`config.mk`:
```
export PLATFORM = sky130hd
export DESIGN_NAME = gio_top
export DESIGN_NICKNAME = d
export VERILOG_FILES = /design/src/gio_pkg.sv /design/src/gio_port_if.sv /design/src/gio_port.sv /design/src/gio_pwm.sv /design/src/gio_top.sv
export SDC_FILE = /design/constraint.sdc
export NUM_CORES = 1
export LEC_CHECK = 0
export BUFFER_PORTS_ARGS = -buffer_cell sky130_fd_sc_hd__buf_2
export CAP_MARGIN = 20
export CORE_MARGIN = 3
export CORE_UTILIZATION = 45
export CTS_CLUSTER_SIZE = 24
export DETAILED_ROUTE_END_ITERATION = 10
export MAX_ROUTING_LAYER = met4
export PLACE_DENSITY = 0.7
export SYNTH_ARGS = -nofsm -noshare
export SYNTH_HDL_FRONTEND = slang
export SYNTH_SLANG_ARGS = --single-unit
```
`constraint.sdc`:
```
create_clock -name i_mclk -period 4.1 [get_ports i_mclk]
set_clock_uncertainty 0.05 [all_clocks]
set_input_delay 0.41 -clock i_mclk [delete_from_list [all_inputs] [get_ports i_mclk]]
set_output_delay 0.41 -clock i_mclk [all_outputs]
set_load 0.005 [all_outputs]
```
`src/gio_pkg.sv`:
```
// package: register map, reset values and field layout of the i/o ports block
`default_nettype none
package gio_pkg;
  // ---------------------------------------------------------------
  // register addresses in data memory
  // ---------------------------------------------------------------
  localparam logic [7:0] ADDR_PORT_A = 8'h12;
  localparam logic [7:0] ADDR_PORT_A_DIR = 8'h13;
  localparam logic [7:0] ADDR_PORT_B = 8'h14;
  localparam logic [7:0] ADDR_PORT_B_DIR = 8'h15;
  localparam logic [7:0] ADDR_PORT_D = 8'h18;
  localparam logic [7:0] ADDR_PORT_D_DIR = 8'h19;
  localparam logic [7:0] ADDR_PWM_DUTY = 8'h1a;
  // ---------------------------------------------------------------
  // reset values and line counts
  // ---------------------------------------------------------------
  localparam logic [7:0] RST_LATCH = 8'hff;
  localparam logic [7:0] RST_DIR = 8'hff;
  localparam logic [7:0] RST_DUTY = 8'h00;
  localparam int PORT_A_LINES = 8;
  localparam int PORT_B_LINES = 5;
  localparam int PORT_D_LINES = 1;
  // ---------------------------------------------------------------
  // pin positions and duty fields
  // ---------------------------------------------------------------
  localparam int PA_LINE_DIVIDER = 3;
  localparam int PA_LINE_TIMER_CLK = 4;
  localparam int PA_LINE_EXT_INT = 5;
  localparam int PD_LINE_PWM = 0;
  localparam int DUTY_COARSE_LSB = 2;
  localparam int DUTY_FINE_W = 2;
  localparam int MOD_CYCLE_CLKS = 64;
  // ---------------------------------------------------------------
  // read-modify-write operations
  // ---------------------------------------------------------------
  typedef enum logic [1:0] {
    GIO_BOP_SET = 2'h0,
    GIO_BOP_CLR = 2'h1,
    GIO_BOP_CPL = 2'h2,
    GIO_BOP_CPLA = 2'h3
  } gio_bop_e;
endpackage
`default_nettype wire

```
`src/gio_port_if.sv`:
```
// interface: signals between the register decoder and one port
`timescale 1ns/1ns
`default_nettype none
interface gio_port_if;
  logic wr_latch;
  logic wr_dir;
  logic [7:0] wdata;
  logic [7:0] pin_in;
  logic [7:0] latch_q;
  logic [7:0] dir_q;
  logic [7:0] rd_val;
  modport port (input wr_latch, input wr_dir, input wdata, input pin_in,
    output latch_q, output dir_q, output rd_val);
  modport ctrl (output wr_latch, output wr_dir, output wdata, output pin_in,
    input latch_q, input dir_q, input rd_val);
endinterface
`default_nettype wire

```
`src/gio_port.sv`:
```
// one i/o port: output latch, direction register and read path
`timescale 1ns/1ns
`default_nettype none
module gio_port #(
  parameter int LINES = 8
) (
  // clock and reset
  input wire logic i_mclk,
  input wire logic i_srst,
  // decoder side
  gio_port_if.port bus
);
  import gio_pkg::*;
  localparam logic [7:0] LINE_MASK = 8'((9'h001 << LINES) - 9'h001);

  // ---------------------------------------------------------------
  // latch and direction
  // ---------------------------------------------------------------
  // missing lines hold zero so they read back as zero
  always_ff @(posedge i_mclk) begin
    if (i_srst) begin
      bus.latch_q <= RST_LATCH & LINE_MASK;
    end else if (bus.wr_latch) begin
      bus.latch_q <= bus.wdata & LINE_MASK;
    end
  end

  always_ff @(posedge i_mclk) begin
    if (i_srst) begin
      bus.dir_q <= RST_DIR & LINE_MASK;
    end else if (bus.wr_dir) begin
      bus.dir_q <= bus.wdata & LINE_MASK;
    end
  end

  // ---------------------------------------------------------------
  // read path: pad for inputs, latch for outputs, no input latch
  // ---------------------------------------------------------------
  assign bus.rd_val = ((bus.dir_q & bus.pin_in) | (~bus.dir_q & bus.latch_q))
    & LINE_MASK;
endmodule
`default_nettype wire

```
`src/gio_pwm.sv`:
```
// shared prescaler counter and (6+2) bit pwm waveform
`timescale 1ns/1ns
`default_nettype none
module gio_pwm (
  // clock and reset
  input wire logic i_mclk,
  input wire logic i_srst,
  // control
  input wire logic [2:0] i_prescale_select,
  input wire logic [7:0] i_duty,
  // results
  output logic o_timer_tick,
  output logic o_wave
);
  import gio_pkg::*;
  logic [7:0] cnt_q;
  logic [7:0] tick_mask;
  logic [5:0] coarse;
  logic [1:0] fine;
  logic [1:0] mod_idx;
  logic [6:0] high_clks;
  logic wave_q;

  // ---------------------------------------------------------------
  // free running counter, prescaler and pwm share it
  // ---------------------------------------------------------------
  always_ff @(posedge i_mclk) begin
    if (i_srst) begin
      cnt_q <= 8'h00;
    end else begin
      cnt_q <= cnt_q + 8'h01;
    end
  end

  // one tick every 2^select system clocks
  assign tick_mask = 8'((9'h001 << i_prescale_select) - 9'h001);
  assign o_timer_tick = (cnt_q & tick_mask) == tick_mask;

  // ---------------------------------------------------------------
  // waveform: low 6 bits walk the modulation cycle
  // ---------------------------------------------------------------
  assign coarse = i_duty[7:DUTY_COARSE_LSB];
  assign fine = i_duty[DUTY_FINE_W-1:0];
  assign mod_idx = cnt_q[7:6];
  assign high_clks = {1'b0, coarse} + {6'h00, mod_idx < fine};

  // registered so the pin never glitches on compare edges
  always_ff @(posedge i_mclk) begin
    if (i_srst) begin
      wave_q <= 1'b0;
    end else begin
      wave_q <= {1'b0, cnt_q[5:0]} < high_clks;
    end
  end
  assign o_wave = wave_q;
endmodule
`default_nettype wire

```
`src/gio_top.sv`:
```
// top: three i/o ports with divider and pwm alternate outputs
`timescale 1ns/1ns
`default_nettype none
module gio_top #(
  parameter bit PFD_OPTION = 1'b1,
  parameter bit PWM_OPTION = 1'b1,
  parameter bit PULLUP_A = 1'b1,
  parameter bit PULLUP_B = 1'b1,
  parameter bit PULLUP_D = 1'b1
) (
  // clock and reset
  input wire logic i_mclk,
  input wire logic i_srst,
  // cpu data memory access
  input wire logic [7:0] i_addr,
  input wire logic i_wr,
  input wire logic [7:0] i_wdata,
  input wire logic i_rd,
  input wire logic i_bop,
  input wire gio_pkg::gio_bop_e i_bop_code,
  input wire logic [2:0] i_bop_bit,
  output logic [7:0] o_rdata,
  output logic o_rvalid,
  // timer side
  input wire logic [2:0] i_prescale_select,
  input wire logic i_timer_on,
  input wire logic i_timer_ovf,
  output logic o_timer_tick,
  output logic o_timer_clk_pin,
  output logic o_ext_int_n,
  output logic o_wake,
  // port a pins
  input wire logic [7:0] i_port_a,
  output logic [7:0] o_port_a,
  output logic [7:0] o_port_a_oe,
  output logic o_port_a_pullup,
  // port b pins
  input wire logic [4:0] i_port_b,
  output logic [4:0] o_port_b,
  output logic [4:0] o_port_b_oe,
  output logic o_port_b_pullup,
  // port d pins
  input wire logic i_port_d,
  output logic o_port_d,
  output logic o_port_d_oe,
  output logic o_port_d_pullup
);
  import gio_pkg::*;

  // ---------------------------------------------------------------
  // declarations
  // ---------------------------------------------------------------
  gio_port_if pa_if();
  gio_port_if pb_if();
  gio_port_if pd_if();
  logic [7:0] duty_q;
  logic [7:0] rd_mux;
  logic [7:0] bop_val;
  logic [7:0] bit_sel;
  logic [7:0] wr_val;
  logic wr_any;
  logic [7:0] rdata_q;
  logic rvalid_q;
  logic pfd_q;
  logic wave;
  logic [7:0] pa_prev_q;
  logic wake_q;

  // ---------------------------------------------------------------
  // read mux over the register map
  // ---------------------------------------------------------------
  always_comb begin
    unique case (i_addr)
      ADDR_PORT_A: rd_mux = pa_if.rd_val;
      ADDR_PORT_A_DIR: rd_mux = pa_if.dir_q;
      ADDR_PORT_B: rd_mux = pb_if.rd_val;
      ADDR_PORT_B_DIR: rd_mux = pb_if.dir_q;
      ADDR_PORT_D: rd_mux = pd_if.rd_val;
      ADDR_PORT_D_DIR: rd_mux = pd_if.dir_q;
      ADDR_PWM_DUTY: rd_mux = duty_q;
      default: rd_mux = 8'h00;
    endcase
  end

  // ---------------------------------------------------------------
  // read-modify-write: whole port state is read, then one bit set or cleared, or all bits complemented
  // ---------------------------------------------------------------
  assign bit_sel = 8'h01 << i_bop_bit;
  always_comb begin
    unique case (i_bop_code)
      GIO_BOP_SET: bop_val = rd_mux | bit_sel;
      GIO_BOP_CLR: bop_val = rd_mux & ~bit_sel;
      GIO_BOP_CPL: bop_val = ~rd_mux;
      GIO_BOP_CPLA: bop_val = ~rd_mux;
    endcase
  end

  // a plain write wins over a bit op in the same cycle
  assign wr_val = i_wr ? i_wdata : bop_val;
  assign wr_any = i_wr | (i_bop & (i_bop_code != GIO_BOP_CPLA));

  // ---------------------------------------------------------------
  // ports
  // ---------------------------------------------------------------
  assign pa_if.wr_latch = wr_any & (i_addr == ADDR_PORT_A);
  assign pa_if.wr_dir = wr_any & (i_addr == ADDR_PORT_A_DIR);
  assign pa_if.wdata = wr_val;
  assign pa_if.pin_in = i_port_a;
  assign pb_if.wr_latch = wr_any & (i_addr == ADDR_PORT_B);
  assign pb_if.wr_dir = wr_any & (i_addr == ADDR_PORT_B_DIR);
  assign pb_if.wdata = wr_val;
  assign pb_if.pin_in = {3'h0, i_port_b};
  assign pd_if.wr_latch = wr_any & (i_addr == ADDR_PORT_D);
  assign pd_if.wr_dir = wr_any & (i_addr == ADDR_PORT_D_DIR);
  assign pd_if.wdata = wr_val;
  assign pd_if.pin_in = {7'h00, i_port_d};

  gio_port #(.LINES(PORT_A_LINES)) u_port_a (
    .i_mclk(i_mclk),
    .i_srst(i_srst),
    .bus(pa_if)
  );
  gio_port #(.LINES(PORT_B_LINES)) u_port_b (
    .i_mclk(i_mclk),
    .i_srst(i_srst),
    .bus(pb_if)
  );
  gio_port #(.LINES(PORT_D_LINES)) u_port_d (
    .i_mclk(i_mclk),
    .i_srst(i_srst),
    .bus(pd_if)
  );

  // ---------------------------------------------------------------
  // duty register
  // ---------------------------------------------------------------
  always_ff @(posedge i_mclk) begin
    if (i_srst) begin
      duty_q <= RST_DUTY;
    end else if (wr_any && i_addr == ADDR_PWM_DUTY) begin
      duty_q <= wr_val;
    end
  end

  // ---------------------------------------------------------------
  // read answer, one cycle after the request
  // ---------------------------------------------------------------
  // pins are caught on the same edge the read is taken
  always_ff @(posedge i_mclk) begin
    if (i_srst) begin
      rdata_q <= 8'h00;
      rvalid_q <= 1'b0;
    end else begin
      rvalid_q <= i_rd | (i_bop & (i_bop_code == GIO_BOP_CPLA));
      if (i_bop && i_bop_code == GIO_BOP_CPLA) begin
        rdata_q <= bop_val;
      end else if (i_rd) begin
        rdata_q <= rd_mux;
      end
    end
  end
  assign o_rdata = rdata_q;
  assign o_rvalid = rvalid_q;

  // ---------------------------------------------------------------
  // prescaler and pwm
  // ---------------------------------------------------------------
  gio_pwm u_pwm (
    .i_mclk(i_mclk),
    .i_srst(i_srst),
    .i_prescale_select(i_prescale_select),
    .i_duty(duty_q),
    .o_timer_tick(o_timer_tick),
    .o_wave(wave)
  );

  // ---------------------------------------------------------------
  // divider toggle
  // ---------------------------------------------------------------
  // cleared while stopped, so a stopped timer shows low on the pad
  always_ff @(posedge i_mclk) begin
    if (i_srst || !i_timer_on) begin
      pfd_q <= 1'b0;
    end else if (i_timer_ovf) begin
      pfd_q <= ~pfd_q;
    end
  end

  // ---------------------------------------------------------------
  // pin drive
  // ---------------------------------------------------------------
  always_comb begin
    o_port_a = pa_if.latch_q;
    if (PFD_OPTION) begin
      // latch bit is the enable set and cleared by software
      o_port_a[PA_LINE_DIVIDER] = pa_if.latch_q[PA_LINE_DIVIDER] & pfd_q;
    end
  end
  assign o_port_a_oe = ~pa_if.dir_q;
  assign o_port_b = pb_if.latch_q[4:0];
  assign o_port_b_oe = ~pb_if.dir_q[4:0];
  assign o_port_d = PWM_OPTION ? (pd_if.latch_q[PD_LINE_PWM] & wave)
    : pd_if.latch_q[PD_LINE_PWM];
  assign o_port_d_oe = ~pd_if.dir_q[PD_LINE_PWM];
  assign o_port_a_pullup = PULLUP_A;
  assign o_port_b_pullup = PULLUP_B;
  assign o_port_d_pullup = PULLUP_D;

  // shared input functions keep their normal path in input mode
  assign o_timer_clk_pin = i_port_a[PA_LINE_TIMER_CLK];
  assign o_ext_int_n = i_port_a[PA_LINE_EXT_INT];

  // ---------------------------------------------------------------
  // wake-up on any port a input change
  // ---------------------------------------------------------------
  always_ff @(posedge i_mclk) begin
    if (i_srst) begin
      pa_prev_q <= 8'hff;
      wake_q <= 1'b0;
    end else begin
      pa_prev_q <= i_port_a;
      wake_q <= |((pa_prev_q ^ i_port_a) & pa_if.dir_q);
    end
  end
  assign o_wake = wake_q;
endmodule
`default_nettype wire

```
==> results.md <==
- Result of the run: finished clean
- CTS Buf Count: 9
- Number of distinct library cells after synthesis: 74
- Share of flip-flops with an asynchronous set or reset after synthesis: 0%
- Warnings, synthesis: 0
- Antenna violations before repair: 0
- Maximum clock frequency: 395 MHz
- Share of cells above drive strength 1: 23.8%
- Reg clk slew, reported paths: 70 ps
- Fraction of power spent switching nets: 29.4%
- Hold violation total from the final report: 0
- Minimum clock period: 2530 ps
- PostCTS Resize Cnt: 0
- Top-level port count: 89
- Net total in the final layout: 601
- Total Die Area: 9690 um2
- Die Wd: 98.4 um
- Post-route DRC: 0
- Height of the chip: 98.4 um
- Path type of the worst min-delay path: in -> reg
- Register area share after synthesis: 33.3%
- Element type at the critical path end: flip-flop
- Maximum number of pins on one net before global-route repair: 54
- Worst setup SP type: flip-flop
- Post-route antenna net violation count: 0
- Placer Congestion: 0.975
- Number of placed instances, taps included: 640
- Final clock period utilization by the worst path: 61.7%
- Via count normalized by instance count: 5.97
- Final Instance Count excl. Fillers: 656
- Root buffer cell: sky130_fd_sc_hd__clkbuf_8
- Reg power frac: 49.6%
- Global-route wire length before repair: 19100 um
- Gate count of the mapped netlist: 484
- Synthesized flop and latch total: 64
- Unrepaired setup endpoints after global routing: false
- Drt wl/cell: 18.0 um
- Required time of the critical path: 4320 ps
- GR Overflow Total: 0
- Number of failing setup endpoints in the final timing report: 0
- Type of the worst setup path: reg -> reg
- Overall via count from detail_route: 3918
- Pins over their slew limit: 0
- Tightest slew margin relative to the limit: 42.5%
- Maximum VDD drop: 0.000169 V
- Clock network latency to the later pin of the worst-skew pair: 350 ps
- End-of-flow core utilization: 53.1%
- Arrival time worst endpoint: 2750 ps
- Worst path cell trace: inv_1, ha_1, a21oi_1, ha_1, ha_1, inv_1, ha_1, a21o_1, a21o_1, a211oi_1, o21bai_1, a21oi_1
- Core ar.: 8260 um2
- Highest fanout seen on the critical path: 3
- Endpoint of the worst register-to-register path: u_pwm.o_wave$_SDFF_PP0_
- Buffers and inverters on the worst path: 2
- Clock tree buffer depth: 2
- Delay of the slowest cell on the worst path: 360 ps
- Transition time of the tightest slew-check pin: 855 ps
- Worst R2R Start: duty_q[1]$_SDFFE_PP0P_
- Share of power burned in the clock network: 36.1%
- Number of hold buffers added after CTS: 0
- R2R setup slack: 1570 ps
- Hold Path End: pa_prev_q[3]$_SDFF_PP1_
- Most used DFF post-synth: sky130_fd_sc_hd__dfxtp_1
- Via count of the first global-routing pass: 3628
- Number of iterations in the first detailed-routing pass: 5
- Signed area change from the synthesized netlist to the final layout: 14.0%
- Placement row count: 33
- Worst hold path startpoint: i_port_a[3]
- Switching power summed over all nets: 383 uW
- Kind of cell with the highest combined delay on the critical path: adder cells
- Internal Pwr Total: 919 uW
- CTS sink cnt: 64
- Number of H-tree levels: 3
- TritonCTS clock tree: done
- Post-detail-place hpwl: 8760 um
- Starting density of the core: 46.6%
- Total global routing track utilization: 25.2%
- Diode insertion count for antenna repair: 0
- Number of flops mapped to enable cells by yosys: 0
- Post-synthesis cell area: 3840 um2
- Power density cells: 297 nW/um2
- Final wirelength: 11800 um
- Total Power Consumption: 1.30 mW
- Synthesized area per cell: 7.94 um2
- Part of the total power dissipated in combinational logic: 14.3%
- Most common cell type on the critical path: sky130_fd_sc_hd__ha_1
- Post-CTS repair timing setup buffer count: 0
- Static leakage: 1.88 nW
- Number of cells traversed by the worst register-to-register path: 12
- Number of inserted filler cells in the final layout: 873
- Fin Setup TNS: 0 ps
- Critical-path top delay cell: sky130_fd_sc_hd__dfxtp_1
- Buffers added on ports: 85
- Instance count along the most critical hold path: 2
- Max-capacitance violation count: 0
- First-iteration detailed-routing DRC count: 207
[registers in the layout, indices dropped and copies added, names as in the netlist]
| register | flops |
|---|---|
| u_pwm.o_wave | 1 |
| o_wake | 1 |
| o_rdata | 8 |
| u_port_d.bus.dir_q | 1 |
| u_port_d.bus.latch_q | 1 |
| o_rvalid | 1 |
| pfd_q | 1 |
| u_port_b.bus.latch_q | 5 |
| u_port_a.bus.dir_q | 8 |
| u_pwm.cnt_q | 8 |
| u_port_a.bus.latch_q | 8 |
| u_port_b.bus.dir_q | 5 |
| pa_prev_q | 8 |
| duty_q | 8 |
[through the flow]
stage	hold slack, ps	area (um2)	setup WS (ps)
3_3_place_gp	430	4220	1250
3_5_place_dp	432	4220	1270
4_1_cts	236	4380	1560
2_1_floorplan	395	3850	1820
5_1_grt	243	4380	1410
6_report	239	4380	1570
[Yosys cell counts, types with 8 or more instances]
cell type	instances	share of area, %
sky130_fd_sc_hd__a21oi_1	51	6.6
sky130_fd_sc_hd__buf_4	12	2.3
sky130_fd_sc_hd__clkbuf_1	20	2.0
sky130_fd_sc_hd__dfxtp_1	64	33
sky130_fd_sc_hd__ha_1	9	2.9
sky130_fd_sc_hd__inv_1	22	2.1
sky130_fd_sc_hd__nand2_1	29	2.8
sky130_fd_sc_hd__nand2b_1	9	1.5
sky130_fd_sc_hd__nand3_1	23	3.0
sky130_fd_sc_hd__nor2_1	31	3.0
sky130_fd_sc_hd__nor3_1	15	2.0
sky130_fd_sc_hd__o21ai_0	41	5.3
sky130_fd_sc_hd__or2_2	8	1.3
sky130_fd_sc_hd__xor2_1	12	2.7
[per-layer routing]
| metal | vias up | global-route usage, % | wire length (um) |
|---|---|---|---|
| met2 | 164 | 39.2 | 5430 |
| met3 | 17 | 4.88 | 837 |
| met1 | 1867 | 34.1 | 5380 |
| met5 | - | - | 0 |
| met4 | 0 | 6.09 | 160 |
| li1 | 1870 | - | - |
[layout make-up]
cell class                      count  area (um2)  area share [%]
Clock inverter                      4        22.5           0.514
Clock buffer                       11         131            3.00
Inverter                           24        90.1            2.06
Sequential cell                    64        1280            29.2
Timing Repair Buffer               88         445            10.2
Tap cell                          105         131            3.00
Multi-Input combinational cell    360        2280            52.0
[worst max-delay path by stage]
stage	startpoint	to	slack, ps	cells after the start
global route	duty_q[1]$_SDFFE_PP0P_	u_pwm.o_wave$_SDFF_PP0_	1410	12
floorplan	duty_q[1]$_SDFFE_PP0P_	u_pwm.o_wave$_SDFF_PP0_	1820	12
CTS	duty_q[1]$_SDFFE_PP0P_	u_pwm.o_wave$_SDFF_PP0_	1560	12
detailed placement	i_addr[5]	u_port_a.bus.latch_q[4]$_SDFFE_PP1P_	1270	7
finish	duty_q[1]$_SDFFE_PP0P_	u_pwm.o_wave$_SDFF_PP0_	1570	12
global placement	i_addr[5]	u_port_b.bus.dir_q[3]$_SDFFE_PP1P_	1250	6
[cells in the final DEF (no fill, tap or decap), types with 3 or more instances in the layout]
cell	Yosys	routed
sky130_fd_sc_hd__nand3b_1	4	4
sky130_fd_sc_hd__a211o_1	3	3
sky130_fd_sc_hd__inv_1	22	22
sky130_fd_sc_hd__nand2b_1	9	9
sky130_fd_sc_hd__o211ai_1	4	4
sky130_fd_sc_hd__nor2b_1	6	6
sky130_fd_sc_hd__a221oi_1	7	7
sky130_fd_sc_hd__a21oi_1	51	51
sky130_fd_sc_hd__xnor2_1	6	6
sky130_fd_sc_hd__ha_1	9	9
sky130_fd_sc_hd__a21o_1	5	5
sky130_fd_sc_hd__o31ai_1	5	5
sky130_fd_sc_hd__or3b_2	6	6
sky130_fd_sc_hd__and3_1	7	7
sky130_fd_sc_hd__nand4_1	3	3
sky130_fd_sc_hd__o2111ai_1	3	3
sky130_fd_sc_hd__clkbuf_8	0	9
sky130_fd_sc_hd__clkinv_2	0	3
sky130_fd_sc_hd__o21ai_1	4	4
sky130_fd_sc_hd__or3_1	5	5
sky130_fd_sc_hd__xor2_1	12	12
sky130_fd_sc_hd__a211oi_1	6	6
sky130_fd_sc_hd__nor3b_1	4	4
sky130_fd_sc_hd__nand2_1	29	29
sky130_fd_sc_hd__conb_1	1	3
sky130_fd_sc_hd__o21ai_0	41	41
sky130_fd_sc_hd__nor3_1	15	15
sky130_fd_sc_hd__o22ai_1	3	3
sky130_fd_sc_hd__nand3_1	23	23
sky130_fd_sc_hd__buf_2	4	85
sky130_fd_sc_hd__or2_2	8	8
sky130_fd_sc_hd__nor2_1	31	31
sky130_fd_sc_hd__dfxtp_1	64	64
[logic make-up after synthesis]
kind of cell / share of synthesized area, %
simple gates: 25.3
other cells: 0.0975
buf+inv: 7.55
compound gates: 26.4
xor+xnor: 4.10
fa+ha+maj: 2.93
flops: 33.3
mux: 0.293
[power by group through the flow]
stage               Sequential (mW)  Clock, mW  Combinational, mW
global route                  0.647      0.496              0.205
floorplan                     0.658          0              0.116
detailed placement            0.660          0              0.183
CTS                           0.646      0.472              0.184
global placement              0.659          0              0.182
finish                        0.646      0.470              0.186
[worst reg2reg max path: stages (launching register included)]
cell                       delay [ps]
sky130_fd_sc_hd__dfxtp_1          360
sky130_fd_sc_hd__inv_1             60
sky130_fd_sc_hd__ha_1             290
sky130_fd_sc_hd__a21oi_1          140
sky130_fd_sc_hd__ha_1             220
sky130_fd_sc_hd__ha_1             250
sky130_fd_sc_hd__inv_1             60
sky130_fd_sc_hd__ha_1             220
sky130_fd_sc_hd__a21o_1           160
sky130_fd_sc_hd__a21o_1           170
sky130_fd_sc_hd__a211oi_1         220
sky130_fd_sc_hd__o21bai_1         110
sky130_fd_sc_hd__a21oi_1          150
Power figures use the tool's default switching activity.
